<file path="src/psfs_pkg.sv">
// shared constants and carriers of the power switch fault sequencer
// assumes a single 250 MHz clock and comparator levels already synchronous
package psfs_pkg;

	// clock rate, used to turn times into cycle counts
	localparam int unsigned CLK_MHZ         = 250;
	localparam int unsigned CNT_W           = 26;

	// nominal periods in microseconds
	localparam int unsigned BLANK_TIME_US   = 32000;
	localparam int unsigned RETRY_TIME_US   = 128000;
	localparam int unsigned SURGE_TIME_US   = 128000;
	localparam int unsigned LOCKOUT_TIME_US = 128000;

	// cycle counts derived from the periods
	localparam logic [CNT_W-1:0] BLANK_CYCLES   =
		CNT_W'(BLANK_TIME_US * CLK_MHZ);
	localparam logic [CNT_W-1:0] RETRY_CYCLES   =
		CNT_W'(RETRY_TIME_US * CLK_MHZ);
	localparam logic [CNT_W-1:0] SURGE_CYCLES   =
		CNT_W'(SURGE_TIME_US * CLK_MHZ);
	localparam logic [CNT_W-1:0] LOCKOUT_CYCLES =
		CNT_W'(LOCKOUT_TIME_US * CLK_MHZ);

	localparam logic [CNT_W-1:0] CNT_ZERO = 26'h0000000;
	localparam logic [CNT_W-1:0] CNT_ONE  = 26'h0000001;

	// power path states, gray along disabled-arm-on-retry
	typedef enum logic [2:0] {
		PSFS_DISABLED = 3'h0,
		PSFS_ARM      = 3'h1,
		PSFS_ON       = 3'h3,
		PSFS_RETRY    = 3'h2,
		PSFS_BREAK    = 3'h6
	} psfs_power_t;

	// surge allowance states, gray along ready-surge-limit-lock
	typedef enum logic [1:0] {
		PSFS_READY = 2'h0,
		PSFS_SURGE = 2'h1,
		PSFS_LIMIT = 2'h3,
		PSFS_LOCK  = 2'h2
	} psfs_surge_t;

	// comparator and sensor levels, all active high
	typedef struct packed {
		logic input_below_trip;
		logic over_primary;
		logic secondary_overcurrent;
		logic over_temp;
	} psfs_sense_t;

	// drive levels toward the power stage
	typedef struct packed {
		logic pass_on;
		logic secondary_limit_sel;
		logic shunt_on;
	} psfs_drive_t;

	// observable state
	typedef struct packed {
		logic uv_disengaged;
		logic surge_active;
		logic primary_limiting;
		logic lockout_active;
		logic thermal_off;
	} psfs_status_t;

	localparam psfs_drive_t  DRIVE_RESET  = 3'h1;
	localparam psfs_status_t STATUS_RESET = 5'h00;

endpackage

</file>
<file path="src/psfs_sequencer.sv">
// power switch fault sequencer: undervoltage blanking and retry,
// surge allowance with lock-out, thermal override, discharge shunt
// assumes comparator levels are clean and synchronous to clock
//////////////////////////////////////////////////////////////////////////////
// Summary of operation
// load off after full blanking below trip
// wait retry period before reapplying power
// still low: powered one blanking, then repeat
// input above trip: normal conduction resumes
// undervoltage acts regardless of surge timer
// pass held off until monitor above threshold
// upward crossing restarts blanking timer
// secondary limit for surge period, then primary
// secondary overcurrent clamp acts immediately
// primary limiting held while overload persists
// lock-out after limiting ends, no surge
// over-temperature ends surge, output off
// after cooling primary limit, no surge
// disable: pass off before shunt on
// periods counted on internal clock cycles
// enable: shunt off before pass on
module psfs_sequencer #(
	parameter logic [psfs_pkg::CNT_W-1:0] BLANK_CYCLES   =
		psfs_pkg::BLANK_CYCLES,
	parameter logic [psfs_pkg::CNT_W-1:0] RETRY_CYCLES   =
		psfs_pkg::RETRY_CYCLES,
	parameter logic [psfs_pkg::CNT_W-1:0] SURGE_CYCLES   =
		psfs_pkg::SURGE_CYCLES,
	parameter logic [psfs_pkg::CNT_W-1:0] LOCKOUT_CYCLES =
		psfs_pkg::LOCKOUT_CYCLES
) (
	input  wire logic                   clock,
	input  wire logic                   nrst,
	input  wire logic                   enable,
	input  wire psfs_pkg::psfs_sense_t  sense,
	output psfs_pkg::psfs_drive_t       drive,
	output logic                        secondary_clamp,
	output psfs_pkg::psfs_status_t      status
);

	//////////////////////////////////////////////////////////////////////////
	// power path state

	psfs_pkg::psfs_power_t              power;
	psfs_pkg::psfs_power_t              next_power;
	logic [psfs_pkg::CNT_W-1:0]         power_cnt;
	logic [psfs_pkg::CNT_W-1:0]         next_power_cnt;
	// terminal flags keep the state machine readable
	logic                               blank_done;
	logic                               retry_done;

	// counts start at zero, so the last cycle is one short of the period
	assign blank_done = (power_cnt == BLANK_CYCLES - psfs_pkg::CNT_ONE);
	assign retry_done = (power_cnt == RETRY_CYCLES - psfs_pkg::CNT_ONE);

	// blanking and retry share one counter; only one runs at a time
	always_comb begin
		next_power = power;
		next_power_cnt = power_cnt;
		case (power)
			psfs_pkg::PSFS_DISABLED: begin
				next_power_cnt = psfs_pkg::CNT_ZERO;
				// shunt released first
				if (enable) begin
					next_power = psfs_pkg::PSFS_ARM;
				end
			end

			psfs_pkg::PSFS_ARM: begin
				next_power_cnt = psfs_pkg::CNT_ZERO;
				if (!enable) begin
					next_power = psfs_pkg::PSFS_BREAK;
				// wait for monitor above threshold
				end else if (!sense.input_below_trip) begin
					next_power = psfs_pkg::PSFS_ON;
				end
			end

			psfs_pkg::PSFS_ON: begin
				if (!enable) begin
					next_power = psfs_pkg::PSFS_BREAK;
					next_power_cnt = psfs_pkg::CNT_ZERO;
				end else if (sense.input_below_trip) begin
					// qualified undervoltage disengages load
					if (blank_done) begin
						next_power = psfs_pkg::PSFS_RETRY;
						next_power_cnt = psfs_pkg::CNT_ZERO;
					end else begin
						// blanking counted in cycles
						next_power_cnt = power_cnt + psfs_pkg::CNT_ONE;
					end
				end else begin
					// upward crossing restarts blanking
					next_power_cnt = psfs_pkg::CNT_ZERO;
				end
			end

			psfs_pkg::PSFS_RETRY: begin
				if (!enable) begin
					next_power = psfs_pkg::PSFS_BREAK;
					next_power_cnt = psfs_pkg::CNT_ZERO;
				// reapply after retry wait, whatever the input
				end else if (retry_done) begin
					next_power = psfs_pkg::PSFS_ON;
					next_power_cnt = psfs_pkg::CNT_ZERO;
				end else begin
					next_power_cnt = power_cnt + psfs_pkg::CNT_ONE;
				end
			end

			psfs_pkg::PSFS_BREAK: begin
				// pass already off, shunt next
				next_power_cnt = psfs_pkg::CNT_ZERO;
				next_power = psfs_pkg::PSFS_DISABLED;
			end

			default: begin
				next_power = psfs_pkg::PSFS_BREAK;
				next_power_cnt = psfs_pkg::CNT_ZERO;
			end
		endcase
	end

	always_ff @(posedge clock or negedge nrst) begin
		if (!nrst) begin
			power <= psfs_pkg::PSFS_DISABLED;
			power_cnt <= psfs_pkg::CNT_ZERO;
		end else begin
			power <= next_power;
			power_cnt <= next_power_cnt;
		end
	end

	//////////////////////////////////////////////////////////////////////////
	// surge allowance state

	psfs_pkg::psfs_surge_t              surge;
	psfs_pkg::psfs_surge_t              next_surge;
	logic [psfs_pkg::CNT_W-1:0]         surge_cnt;
	logic [psfs_pkg::CNT_W-1:0]         next_surge_cnt;
	logic                               conducting;
	// end-of-period flags of the shared surge and lock-out counter
	logic                               surge_done;
	logic                               lock_done;

	// the surge timer keeps running through an undervoltage retry
	assign conducting = (power == psfs_pkg::PSFS_ON);

	assign surge_done = (surge_cnt == SURGE_CYCLES - psfs_pkg::CNT_ONE);
	assign lock_done  = (surge_cnt == LOCKOUT_CYCLES - psfs_pkg::CNT_ONE);

	always_comb begin
		next_surge = surge;
		next_surge_cnt = surge_cnt;
		case (surge)
			psfs_pkg::PSFS_READY: begin
				next_surge_cnt = psfs_pkg::CNT_ZERO;
				if (sense.over_temp) begin
					// no surge granted around a thermal event
					if (sense.over_primary) begin
						next_surge = psfs_pkg::PSFS_LIMIT;
					end
				// surge begins on secondary limit
				end else if (conducting && sense.over_primary) begin
					next_surge = psfs_pkg::PSFS_SURGE;
				end
			end

			psfs_pkg::PSFS_SURGE: begin
				// thermal ends the surge
				if (sense.over_temp) begin
					next_surge = psfs_pkg::PSFS_LIMIT;
					next_surge_cnt = psfs_pkg::CNT_ZERO;
				end else if (!sense.over_primary) begin
					// surge over, lock out
					next_surge = psfs_pkg::PSFS_LOCK;
					next_surge_cnt = psfs_pkg::CNT_ZERO;
				// period ends, primary takes over
				end else if (surge_done) begin
					next_surge = psfs_pkg::PSFS_LIMIT;
					next_surge_cnt = psfs_pkg::CNT_ZERO;
				end else begin
					// surge period counted
					next_surge_cnt = surge_cnt + psfs_pkg::CNT_ONE;
				end
			end

			psfs_pkg::PSFS_LIMIT: begin
				next_surge_cnt = psfs_pkg::CNT_ZERO;
				// hold primary while overload or heat
				if (!sense.over_primary && !sense.over_temp) begin
					next_surge = psfs_pkg::PSFS_LOCK;
				end
			end

			psfs_pkg::PSFS_LOCK: begin
				// a new overload only gets primary limiting
				if (sense.over_primary || sense.over_temp) begin
					next_surge = psfs_pkg::PSFS_LIMIT;
					next_surge_cnt = psfs_pkg::CNT_ZERO;
				end else if (lock_done) begin
					next_surge = psfs_pkg::PSFS_READY;
					next_surge_cnt = psfs_pkg::CNT_ZERO;
				end else begin
					// lock-out counted
					next_surge_cnt = surge_cnt + psfs_pkg::CNT_ONE;
				end
			end

			default: begin
				next_surge = psfs_pkg::PSFS_LOCK;
				next_surge_cnt = psfs_pkg::CNT_ZERO;
			end
		endcase
	end

	always_ff @(posedge clock or negedge nrst) begin
		if (!nrst) begin
			surge <= psfs_pkg::PSFS_READY;
			surge_cnt <= psfs_pkg::CNT_ZERO;
		end else begin
			surge <= next_surge;
			surge_cnt <= next_surge_cnt;
		end
	end

	//////////////////////////////////////////////////////////////////////////
	// drive and status

	psfs_pkg::psfs_drive_t              next_drive;
	psfs_pkg::psfs_status_t             next_status;

	always_comb begin
		// everything off unless the state below turns it on
		next_drive = '0;
		case (next_power)
			psfs_pkg::PSFS_DISABLED: begin
				// shunt only once the pass is off
				next_drive.shunt_on = 1'b1;
			end

			psfs_pkg::PSFS_ON: begin
				// pass follows power state, gated by heat
				next_drive.pass_on = !sense.over_temp;
			end

			default: begin
				// arm, retry and break hold both switches off
				next_drive.shunt_on = 1'b0;
			end
		endcase
		// the secondary limit only matters while conducting
		next_drive.secondary_limit_sel =
			(next_surge == psfs_pkg::PSFS_SURGE) && next_drive.pass_on;
	end

	always_ff @(posedge clock or negedge nrst) begin
		if (!nrst) begin
			drive <= psfs_pkg::DRIVE_RESET;
		end else begin
			drive <= next_drive;
		end
	end

	always_comb begin
		next_status = psfs_pkg::STATUS_RESET;
		next_status.uv_disengaged = (next_power == psfs_pkg::PSFS_RETRY);
		case (next_surge)
			psfs_pkg::PSFS_SURGE: begin
				next_status.surge_active = 1'b1;
			end

			psfs_pkg::PSFS_LIMIT: begin
				next_status.primary_limiting = 1'b1;
			end

			psfs_pkg::PSFS_LOCK: begin
				next_status.lockout_active = 1'b1;
			end

			default: begin
				// ready shows no surge activity at all
				next_status.surge_active = 1'b0;
			end
		endcase
		// thermal flag trails the comparator by one clock
		next_status.thermal_off = sense.over_temp;
	end

	always_ff @(posedge clock or negedge nrst) begin
		if (!nrst) begin
			status <= psfs_pkg::STATUS_RESET;
		end else begin
			status <= next_status;
		end
	end

	// combinational so a hard short is clamped without waiting a clock
	// clamp bypasses every timer
	assign secondary_clamp = sense.secondary_overcurrent && drive.pass_on;

endmodule

</file>
<file path="config.mk">
export PLATFORM = sky130hd
export DESIGN_NAME = psfs_sequencer
export DESIGN_NICKNAME = d
export VERILOG_FILES = /design/src/psfs_pkg.sv /design/src/psfs_sequencer.sv
export SDC_FILE = /design/constraint.sdc
export NUM_CORES = 1
export LEC_CHECK = 0
export BUFFER_PORTS_ARGS = -buffer_cell sky130_fd_sc_hd__buf_2
export CAP_MARGIN = 20
export CORE_MARGIN = 3
export CORE_UTILIZATION = 45
export DETAILED_ROUTE_END_ITERATION = 10
export GPL_ROUTABILITY_DRIVEN = 0
export SYNTH_ARGS = -nofsm -noshare
export SYNTH_HDL_FRONTEND = slang
export SYNTH_SLANG_ARGS = --single-unit
</file>
<file path="constraint.sdc">
create_clock -name clock -period 2.2 [get_ports clock]
set_input_delay 0.22 -clock clock [delete_from_list [all_inputs] [get_ports clock]]
set_output_delay 0.22 -clock clock [all_outputs]
set_load 0.01 [all_outputs]
</file>
==> results of run 1 <==
## layer usage
layer	vias to the layer above	GRT usage [%]
met5	-	0
met4	0	8.29
met3	11	3.53
met2	39	23.4
met1	1165	23.6
li1	1214	-
## per-stage QoR
stage | area (um^2) | power [mW] | hold WS (ps)
5_1_grt | 3770 | 2.82 | 78.2
4_1_cts | 3770 | 2.72 | 71.2
3_3_place_gp | 3550 | 1.66 | 264
3_5_place_dp | 3550 | 1.66 | 262
2_1_floorplan | 3300 | 1.57 | -75.6
6_report | 3770 | 2.67 | 89.5
## where the power goes
part           switching, mW  internal (mW)  total [mW]
logic                  0.197          0.115       0.312
clock network          0.454          0.581        1.04
registers             0.0684           1.25        1.32
## synthesized netlist by cell type (3+ instances only)
master    instances
nand3_1          23
nor2_1           50
o21ai_0           5
inv_1            10
xnor2_1          25
nor2_2           20
dfrtp_1          64
nand2_1          25
and3_1            5
nor4_1            7
a21oi_1           8
nor4b_1           3
or3_1             4
xor2_1           21
nor2b_1           4
and4_1            7
clkbuf_1          4
nor3_1           17
nand4_1          10
## how the worst max path moves through the flow
stage	cells past startpoint	endpoint	startpoint
after global placement	6	power_cnt[20]	power_cnt[15]
after CTS	6	power_cnt[11]	power_cnt[15]
final	6	power_cnt[11]	power_cnt[15]
after detailed placement	6	power_cnt[11]	power_cnt[15]
after global routing	6	power_cnt[11]	power_cnt[15]
after floorplan	9	surge_cnt[10]	surge_cnt[0]
## cell families (layout without fill, tap and decap cells)
family                   after synthesis  after routing
AND/OR/NAND/NOR                      183            183
adder cells (fa/ha/maj)                2              2
flip-flops                            65             65
buffers and inverters                 20             54
AO/OA/AOI/OAI                         24             24
XOR/XNOR                              46             46
## placed cells by master (no fill, tap or decap), types with 2 or more instances in the layout
cell type / count
inv_1: 10
o21a_1: 2
xnor2_1: 25
and2_1: 2
and4_1: 7
a31oi_1: 2
o21ai_0: 5
nor4b_1: 3
nor2_2: 20
nand4_1: 10
or3_1: 4
clkbuf_8: 11
nor2_1: 50
a211oi_1: 2
nand2_1: 25
clkinv_2: 3
nor3_1: 17
o21bai_1: 2
and3_1: 5
nand3_1: 23
buf_4: 9
a21oi_1: 8
ha_1: 2
nor4_1: 6
nor2b_1: 4
buf_12: 3
or4b_1: 2
xor2_1: 21
buf_2: 15
dfrtp_1: 64
## flip-flops by register name, indices dropped and copies added, names as in the netlist
signal     count
power_cnt     26
surge_cnt     26
status         5
drive          3
power          3
surge          2
## what timing repair did
item                                   CTS  global route
setup endpoints to repair                0             1
gates resized for setup                  0             1
hold buffers                             1             0
endpoints found under the hold margin   64             0
## final cells by class
class	count	area share, %
inverter	10	0.995
clock inverter	5	1.43
timing repair buffer	28	5.64
sequential	65	43.2
multi-input combinational	255	41.6
tap	96	3.18
clock buffer	11	4.01
==> metrics.md, run 1 <==
| Metric | Value |
|---|---|
| Outcome | `completed` |
| Worst-Skew Late Latency | `340 ps` |
| Area grow syn2layout | `14.4%` |
| I/O Buffers | `15` |
| Main synth FF type | `dfrtp_1` |
| Initial DRC count | `134` |
| Yosys warns | `0` |
| Worst Path Arrival | `2310 ps` |
| Fin crit period | `2100 ps` |
| Routed Antenna Nets | `0` |
| Worst path max stage delay | `560 ps` |
| Via density | `5.17` |
| Die X | `91.6 um` |
| Fin. Hold Viols | `0` |
| Crit Reg-Reg Endpoint | `power_cnt[11]` |
| Post-Synth Simple-Gate Area | `29.3%` |
| Routed wire length | `6160 um` |
| Crit path cell chain | `or4b_4, nor4_4, a31oi_2, o2111ai_4, buf_12, nor2_1` |
| Reg-to-Reg Start | `power_cnt[15]` |
| DR vias | `2429` |
| Die Area | `8390 um^2` |
| Fillers | `650` |
| Max clock buf depth | `2` |
| WHS Path Cells | `1` |
| Grt ovf | `0` |
| Diodes inserted | `0` |
| Clock transition at path regs | `70 ps` |
| Metal2 WL | `2630 um` |
| # setup viols final | `0` |
| Seq. cell area | `1630 um^2` |
| Post-synth top area share | `48.6%` |
| Detail Placement HPWL | `4190 um` |
| Initial antenna violation count | `0` |
| Met3 wire length | `249 um` |
| Slew Viols, Final | `0` |
| Critical Path Start Type | `register` |
| CTS HTree Levels | `3` |
| # rows | `30` |
| # placed instances | `453` |
| Static Leak | `1.48 nW` |
| Main combinational cell family by area after synthesis | `simple AND/OR/NAND/NOR gates` |
| Global Route Usage Sum | `16.5%` |
| Max-cap violations | `0` |
| Worst slack, placed | `95.4 ps` |
| Post-layout net count | `378` |
| Hold Path End | `status[0]` |
| Pin count of the biggest net entering global routing | `66` |
| XOR/XNOR Fraction of Synth Area | `12.2%` |
| WL met1 | `3150 um` |
| CP delay by family, top | `simple AND/OR/NAND/NOR gates` |
| Hold WC Path Type | `input port to register` |
| Core Area | `6940 um^2` |
| Worst-Margin Slew | `505 ps` |
| RSZ-0062 raised after global routing | `false` |
| Post-synth EDFFs | `0` |
| Synth Area per Inst | `9.70 um^2` |
| Synth area leaders | `dfrtp_1 (49%), xnor2_1 (6.6%), nor2_1 (5.7%), xor2_1 (5.6%), nor2_2 (3.8%)` |
| DRT Pass-1 Iters | `6` |
| DRC viols | `0` |
| Chip height | `91.6 um` |
| Ports | `16` |
| R2R setup slack | `100 ps` |
| Post-synthesis mux area share | `0%` |
| Max rail drop VDD | `385 uV` |
| Slowest-stage cell, CP | `or4b_4` |
| Drt wl/cell | `13.1 um` |
| Clk sinks | `65` |
| Fin crit share | `95.3%` |
| WP data required | `2420 ps` |
| Post-layout util | `54.3%` |
| Mapped Nets | `349` |
| Critical path buffers and inverters | `1` |
| Seq cells post-synth | `65` |
| FF-to-FF path depth | `6` |
| Dominant cell type by area after synthesis | `dfrtp_1` |
| CTS tree | `built` |
| Final Non-Filler Cells | `470` |
| Sequential area share after synthesis | `49.4%` |
| Library cells used by synthesis | `37` |
| Complex-gate fraction of the synthesized area | `5.12%` |
| PwrDens | `707 nW/um^2` |
| PnR worst setup slack | `104 ps` |
| Cells after Synth | `340` |
| Worst clock skew | `12.6 ps` |
| Multi-input logic area | `1570 um^2` |
| CTS buffer count | `9` |
| Nature of the critical path endpoint | `register` |
| Hold path start | `sense[0]` |
| Setup CP Type | `register to register` |
| Fraction of layout instances using a drive strength above 1 | `19.0%` |
| Maximum fanout along the worst path | `26` |
| # Post-CTS Setup Buffers | `0` |
| Setup TNS | `0 ps` |
| Slew headroom | `66.0%` |
| FMAX | `477 MHz` |
| Starting Density | `47.5%` |
| Synth Area in Adders | `0.759%` |
| Number of global-route vias before repair | `2366` |
| Highest metal used | `met4` |
| Synth async-reset ratio | `100%` |
| Mapped Area | `3300 um^2` |
| Clk root buf | `clkbuf_8` |
| Global-route wire length before repair | `11100 um` |
Power figures use the tool's default switching activity.
==> run 2: changes to the inputs <==
--- a/config.mk
+++ b/config.mk
@@ -11,6 +11,7 @@
 export CORE_UTILIZATION = 45
 export DETAILED_ROUTE_END_ITERATION = 10
 export GPL_ROUTABILITY_DRIVEN = 0
+export SETUP_SLACK_MARGIN = 0.2
 export SYNTH_ARGS = -nofsm -noshare
 export SYNTH_HDL_FRONTEND = slang
 export SYNTH_SLANG_ARGS = --single-unit
==> run 2 against run 1 <==
Net effect:
- critical path type unchanged
- critical endpoint is now power_cnt[15]
- clock skew grew 0.73 ps
- clock-buffer cell count shrank 1
- worst setup slack improved by 17 ps
- hold slack gained 1.5 ps
==> metrics.md, run 2 (synthesized netlist as in run 1, its figures left out) <==
| Metric | Value |
|---|---|
| Outcome | `completed` |
| FMAX | `481 MHz (+0.81%)` |
| # rows | `30 (unchanged)` |
| Critical path buffers and inverters | `1 (unchanged)` |
| Global Route Usage Sum | `16.0% (-0.52 points)` |
| Fin crit share | `94.5% (-0.76 points)` |
| WHS Path Cells | `1 (unchanged)` |
| Worst-Skew Late Latency | `340 ps (about the same)` |
| Drt wl/cell | `13.2 um (+0.53%)` |
| Max rail drop VDD | `304 uV (-21%)` |
| Most common cell after layout, fill and taps aside | `dfrtp_1` |
| CP delay by family, top | `simple AND/OR/NAND/NOR gates` |
| Grt ovf | `0 (unchanged)` |
| Fraction of layout instances using a drive strength above 1 | `21.2% (+2.2 points)` |
| Slew Viols, Final | `0 (unchanged)` |
| FF-to-FF path depth | `6 (unchanged)` |
| Hold Path End | `status[0]` |
| PwrDens | `725 nW/um^2 (+2.5%)` |
| Maximum fanout along the worst path | `7 (-73%)` |
| Initial antenna violation count | `0 (unchanged)` |
| Detail Placement HPWL | `3980 um (-5.1%)` |
| Max clock buf depth | `2 (unchanged)` |
| Fin crit period | `2080 ps (-16.8 ps)` |
| Setup TNS | `0 ps (unchanged)` |
| CTS buffer count | `9 (unchanged)` |
| Number of global-route vias before repair | `2283 (-3.5%)` |
| Worst clock skew | `13.4 ps (+0.731 ps)` |
| R2R setup slack | `120 ps (+20 ps)` |
| CTS HTree Levels | `3 (unchanged)` |
| I/O Buffers | `15 (unchanged)` |
| Diodes inserted | `0 (unchanged)` |
| Commonest cells after routing, fill and taps aside | `dfrtp_1 (64), nor2_1 (49), nand2_1 (25), xnor2_1 (25), nand3_1 (22)` |
| Slew headroom | `66.9% (+0.94 points)` |
| Die X | `91.6 um (unchanged)` |
| Chip height | `91.6 um (unchanged)` |
| Nature of the critical path endpoint | `register` |
| Hold WC Path Type | `input port to register` |
| Worst path max stage delay | `550 ps (about the same)` |
| Initial DRC count | `82 (-39%)` |
| WP data required | `2430 ps (about the same)` |
| Regs by FF count | `power_cnt (26), surge_cnt (26), status (5)` |
| DRC viols | `0 (unchanged)` |
| Worst slack, placed | `127 ps (+31.7 ps)` |
| Clk sinks | `65 (unchanged)` |
| PnR worst setup slack | `121 ps (+16.8 ps)` |
| Post-layout net count | `381 (+0.79%)` |
| Crit Reg-Reg Endpoint | `power_cnt[15]` |
| Ports | `16 (unchanged)` |
| Worst-Margin Slew | `491 ps (-14.0 ps)` |
| Critical Path Start Type | `register` |
| Die Area | `8390 um^2 (unchanged)` |
| Area grow syn2layout | `17.5%` |
| Routed wire length | `6230 um (+1.2%)` |
| DR vias | `2425 (-0.16%)` |
| Setup CP Type | `register to register` |
| Worst hold margin | `91.0 ps (+1.49 ps)` |
| Global-route wire length before repair | `10800 um (-2.4%)` |
| Fin. Hold Viols | `0 (unchanged)` |
| Clk root buf | `clkbuf_8` |
| Max-cap violations | `0 (unchanged)` |
| Routed Antenna Nets | `0 (unchanged)` |
| RSZ-0062 raised after global routing | `true` |
| Worst Path Arrival | `2300 ps (about the same)` |
| CTS tree | `built` |
| Reg-to-Reg Start | `power_cnt[15]` |
| Hold path start | `sense[0]` |
| Core Area | `6940 um^2 (unchanged)` |
| Setup crit start | `power_cnt[15]` |
| Pin count of the biggest net entering global routing | `66 (unchanged)` |
| Static Leak | `1.52 nW (+2.8%)` |
| Slowest-stage cell, CP | `or4b_4` |
| Crit path cell chain | `or4b_4, nor4_4, a31oi_2, o2111ai_4, clkbuf_16, nor2_2` |
| # setup viols final | `0 (unchanged)` |
| Starting Density | `47.5% (unchanged)` |
| DRT Pass-1 Iters | `4 (-2)` |
| Via density | `5.13 (-0.80%)` |
| Clock transition at path regs | `80 ps (about the same)` |
run 2: cell count changes in the layout (fill, tap and decap cells not counted), sizes merged:
cell / delta
buf: +2
bufinv: +1
clkinv: -1
clkinvlp: +1
run 2: per-layer routing:
metal | track usage, % | vias to the layer above | share of wire [%]
li1 | - | 1237 | -
met1 | 22.6 | 1144 | 51
met2 | 23.7 | 33 | 44
met3 | 2.95 | 11 | 2.5
met4 | 7.16 | 0 | 1.9
met5 | 0 | - | 0
run 2: how the worst max path moves through the flow:
stage                     slack (ps)       endpoint  cells past startpoint
after floorplan                  240  power_cnt[15]                      6
after global placement           200  power_cnt[24]                      6
after detailed placement         130  power_cnt[18]                      6
after CTS                        110  power_cnt[18]                      6
after global routing              30  power_cnt[19]                      6
final                            120  power_cnt[15]                      6
run 2: through the flow:
stage	util, %	total power [mW]	cells	area [um^2]
2_1_floorplan	-	1.57	340	3320
3_3_place_gp	51.0	1.66	449	3540
3_5_place_dp	51.0	1.66	449	3540
4_1_cts	54.1	2.77	466	3760
5_1_grt	55.8	2.95	473	3870
6_report	55.8	2.81	473	3870
run 2: report_power, final:
part / internal, mW / switching, mW / leakage [nW]
combinational: 0.163 / 0.233 / 0.534
sequential: 1.25 / 0.0664 / 0.882
clock: 0.633 / 0.461 / 0.106
run 2: timing repair:
| item | in CTS | in global routing |
|---|---|---|
| resized for setup | 0 | 8 |
| pin swaps | 0 | 5 |
| cloned | 0 | 2 |
| endpoints found under the hold margin | 64 | 0 |
| hold buffers | 1 | 0 |
| setup buffers | 0 | 5 |
| endpoints found under the setup margin | 26 | 57 |
run 2: layout make-up:
type                            count  area (um^2)
Fill cell                         618         3070
Clock inverter                      6         82.6
Clock buffer                       10          128
Tap cell                           96          120
Multi-Input combinational cell    255         1620
Inverter                           10         37.5
Sequential cell                    65         1630
Timing Repair Buffer               31          256
==> run 3: changes to the inputs <==
--- a/config.mk
+++ b/config.mk
@@ -11,7 +11,7 @@
 export CORE_UTILIZATION = 45
 export DETAILED_ROUTE_END_ITERATION = 10
 export GPL_ROUTABILITY_DRIVEN = 0
-export SETUP_SLACK_MARGIN = 0.2
+export SETUP_SLACK_MARGIN = 0.05
 export SYNTH_ARGS = -nofsm -noshare
 export SYNTH_HDL_FRONTEND = slang
 export SYNTH_SLANG_ARGS = --single-unit
==> constraint.sdc (replaced) <==
create_clock -name clock -period 1.8 [get_ports clock]
set_input_delay 0.18 -clock clock [delete_from_list [all_inputs] [get_ports clock]]
set_output_delay 0.18 -clock clock [all_outputs]
set_load 0.01 [all_outputs]
==> run 3 against run 2 <==
Net effect:
- the run now ends with negative setup slack left
- worst setup slack got worse by 350 ps
- sequential cell count did not move
- combinational power rose by 20%
- sequential share of layout area fell by 4.4 points
- clock power rose by 7%
- final area rose by 12%
- first-iteration DRC count rose by 26%
- critical path depth did not move
- via count rose by 8.9%
- die area did not move
- clock skew fell by 0.70 ps
- clock-buffer cell count rose by 2
- largest cell class is now multi-input gates
==> metrics.md, run 3 (synthesized netlist as in run 1, its figures left out) <==
| Metric | Value |
|---|---|
| Outcome | `complete, but fails checks` |
| Failing checks | `negative setup slack` |
| FMAX | `493 MHz (+2.4%)` |
| Worst-Margin Slew | `401 ps (-90.3 ps)` |
| Worst Path Arrival | `2240 ps (-60 ps)` |
| Detail Placement HPWL | `4640 um (+17%)` |
| Global-route wire length before repair | `11800 um (+8.6%)` |
| Chip height | `91.6 um (unchanged)` |
| DRT Pass-1 Iters | `4 (unchanged)` |
| Clk sinks | `65 (unchanged)` |
| R2R setup slack | `-230 ps (-350 ps)` |
| RSZ-0062 raised after global routing | `true` |
| Post-layout util | `62.2% (+6.5 points)` |
| Critical path buffers and inverters | `1 (unchanged)` |
| Number of global-route vias before repair | `2575 (+13%)` |
| DR vias | `2640 (+8.9%)` |
| Via density | `5.16 (+0.57%)` |
| CTS buffer count | `9 (unchanged)` |
| Most common cell after layout, fill and taps aside | `dfrtp_1` |
| Fin crit period | `2030 ps (-49.5 ps)` |
| # setup viols final | `29 (+29)` |
| Die X | `91.6 um (unchanged)` |
| DRC viols | `0 (unchanged)` |
| Hold WC Path Type | `input port to register` |
| Routed wire length | `7020 um (+13%)` |
| Static Leak | `1.74 nW (+15%)` |
| Global Route Usage Sum | `17.5% (+1.6 points)` |
| Final Cell Area | `4320 um^2 (+12%)` |
| Commonest cells after routing, fill and taps aside | `dfrtp_1 (64), buf_4 (46), nor2_2 (37)` |
| Maximum fanout along the worst path | `13 (+6)` |
| Initial antenna violation count | `0 (unchanged)` |
| Fin crit share | `113% (+18 points)` |
| Clk root buf | `clkbuf_8` |
| Clock transition at path regs | `70 ps (about the same)` |
| WP data required | `2010 ps (-420 ps)` |
| Initial DRC count | `103 (+26%)` |
| Fraction of layout instances using a drive strength above 1 | `35.6% (+14 points)` |
| Drt wl/cell | `13.7 um (+4.1%)` |
| Slowest-stage cell, CP | `or4b_4` |
| PwrDens | `752 nW/um^2 (+3.8%)` |
| Diodes inserted | `0 (unchanged)` |
| Final Non-Filler Cells | `512 (+8.2%)` |
| # placed instances | `491 (+9.4%)` |
| Fillers | `564 (-8.7%)` |
| Core Area | `6940 um^2 (unchanged)` |
| Max-cap violations | `0 (unchanged)` |
| Pin count of the biggest net entering global routing | `66 (unchanged)` |
| Critical Path Start Type | `register` |
| CTS tree | `built` |
| CP delay by family, top | `simple AND/OR/NAND/NOR gates` |
| Crit path cell chain | `or4b_4, nor4_4, a31oi_2, o2111ai_4, buf_12, a21oi_1` |
| Regs by FF count | `power_cnt (26), surge_cnt (26), status (5)` |
| Slew headroom | `73.0% (+6.1 points)` |
| Slew Viols, Final | `0 (unchanged)` |
| Setup CP Type | `register to register` |
| Worst path max stage delay | `550 ps (about the same)` |
| Area grow syn2layout | `31.0%` |
| Routed Antenna Nets | `0 (unchanged)` |
| CTS HTree Levels | `3 (unchanged)` |
| Grt ovf | `0 (unchanged)` |
| Die Area | `8390 um^2 (unchanged)` |
| # rows | `30 (unchanged)` |
| Ports | `16 (unchanged)` |
| Max clock buf depth | `2 (unchanged)` |
| Worst clock skew | `12.7 ps (-0.698 ps)` |
| Worst-Skew Late Latency | `330 ps (about the same)` |
| Max rail drop VDD | `319 uV (+4.8%)` |
| Placed cell area | `3880 um^2 (+9.7%)` |
| Post-layout net count | `420 (+10%)` |
| Starting Density | `47.5% (unchanged)` |
| I/O Buffers | `15 (unchanged)` |
| Fin. Hold Viols | `0 (unchanged)` |
| Nature of the critical path endpoint | `register` |
| PnR worst setup slack | `-229 ps (-350 ps)` |
==> run 3: changes by cell type in the layout (fill, tap and decap cells not counted), sizes merged <==
cell	delta
bufinv	-1
clkbuf	+3
clkinvlp	-1
buf	+38
==> run 3: per-stage QoR <==
step / hold WS [ps] / power [mW] / TNS, ps / worst slack [ps]
6_report: 68.9 / 3.25 / -5710 / -229
5_1_grt: 55.7 / 3.42 / -11080 / -347
2_1_floorplan: -116 / 1.92 / -3490 / -151
4_1_cts: 42.0 / 3.26 / -6300 / -240
3_5_place_dp: 225 / 2.08 / -6210 / -246
3_3_place_gp: 225 / 2.07 / -5320 / -205
==> run 3: layout make-up <==
class / instances / area (um^2) / share of cell area (%)
multi-input combinational: 255 / 1770 / 40.9
sequential: 65 / 1630 / 37.7
timing repair buffer: 70 / 587 / 13.6
clock buffer: 12 / 135 / 3.13
tap: 96 / 120 / 2.78
clock inverter: 4 / 45.0 / 1.04
inverter: 10 / 37.5 / 0.869
==> run 3: worst paths after layout <==
check,endpoint,start,depth (start not counted)
hold / removal,status[0],sense[0],1
setup / recovery,power_cnt[8],power_cnt[25],6
hold reg to reg,power_cnt[0],power_cnt[0],2
min in group asynchronous,surge_cnt[15],nrst,3
setup reg to reg,power_cnt[8],power_cnt[25],6
max in group asynchronous,drive[0],nrst,3
==> run 3: power breakdown <==
part           internal (mW)  switching, mW
combinational          0.193          0.282
sequential              1.53         0.0781
clock                  0.635          0.534
total                   2.36          0.893
==> run 3: repair_timing <==
item / 4_1_cts / 5_1_grt
cloned: 0 / 3
endpoints found under the setup margin: 57 / 58
buffers inserted: 0 / 1
hold buffers: 1 / 0
gates resized for setup: 4 / 44
pin swaps: 1 / 14
endpoints found under the hold margin: 64 / 0
==> run 3: worst reg2reg max path: stages, from the launching register on <==
cell and delay (ps):
dfrtp_1 380, or4b_4 550, nor4_4 260, a31oi_2 170, o2111ai_4 300, buf_12 190, a21oi_1 50
==> run 3: layer usage <==
layer | track usage [%] | share of wire (%) | vias to the layer above
li1 | - | - | 1311
met5 | 0 | 0 | -
met4 | 7.66 | 1.8 | 0
met1 | 23.7 | 48 | 1279
met3 | 3.77 | 2.6 | 10
met2 | 27.1 | 48 | 40
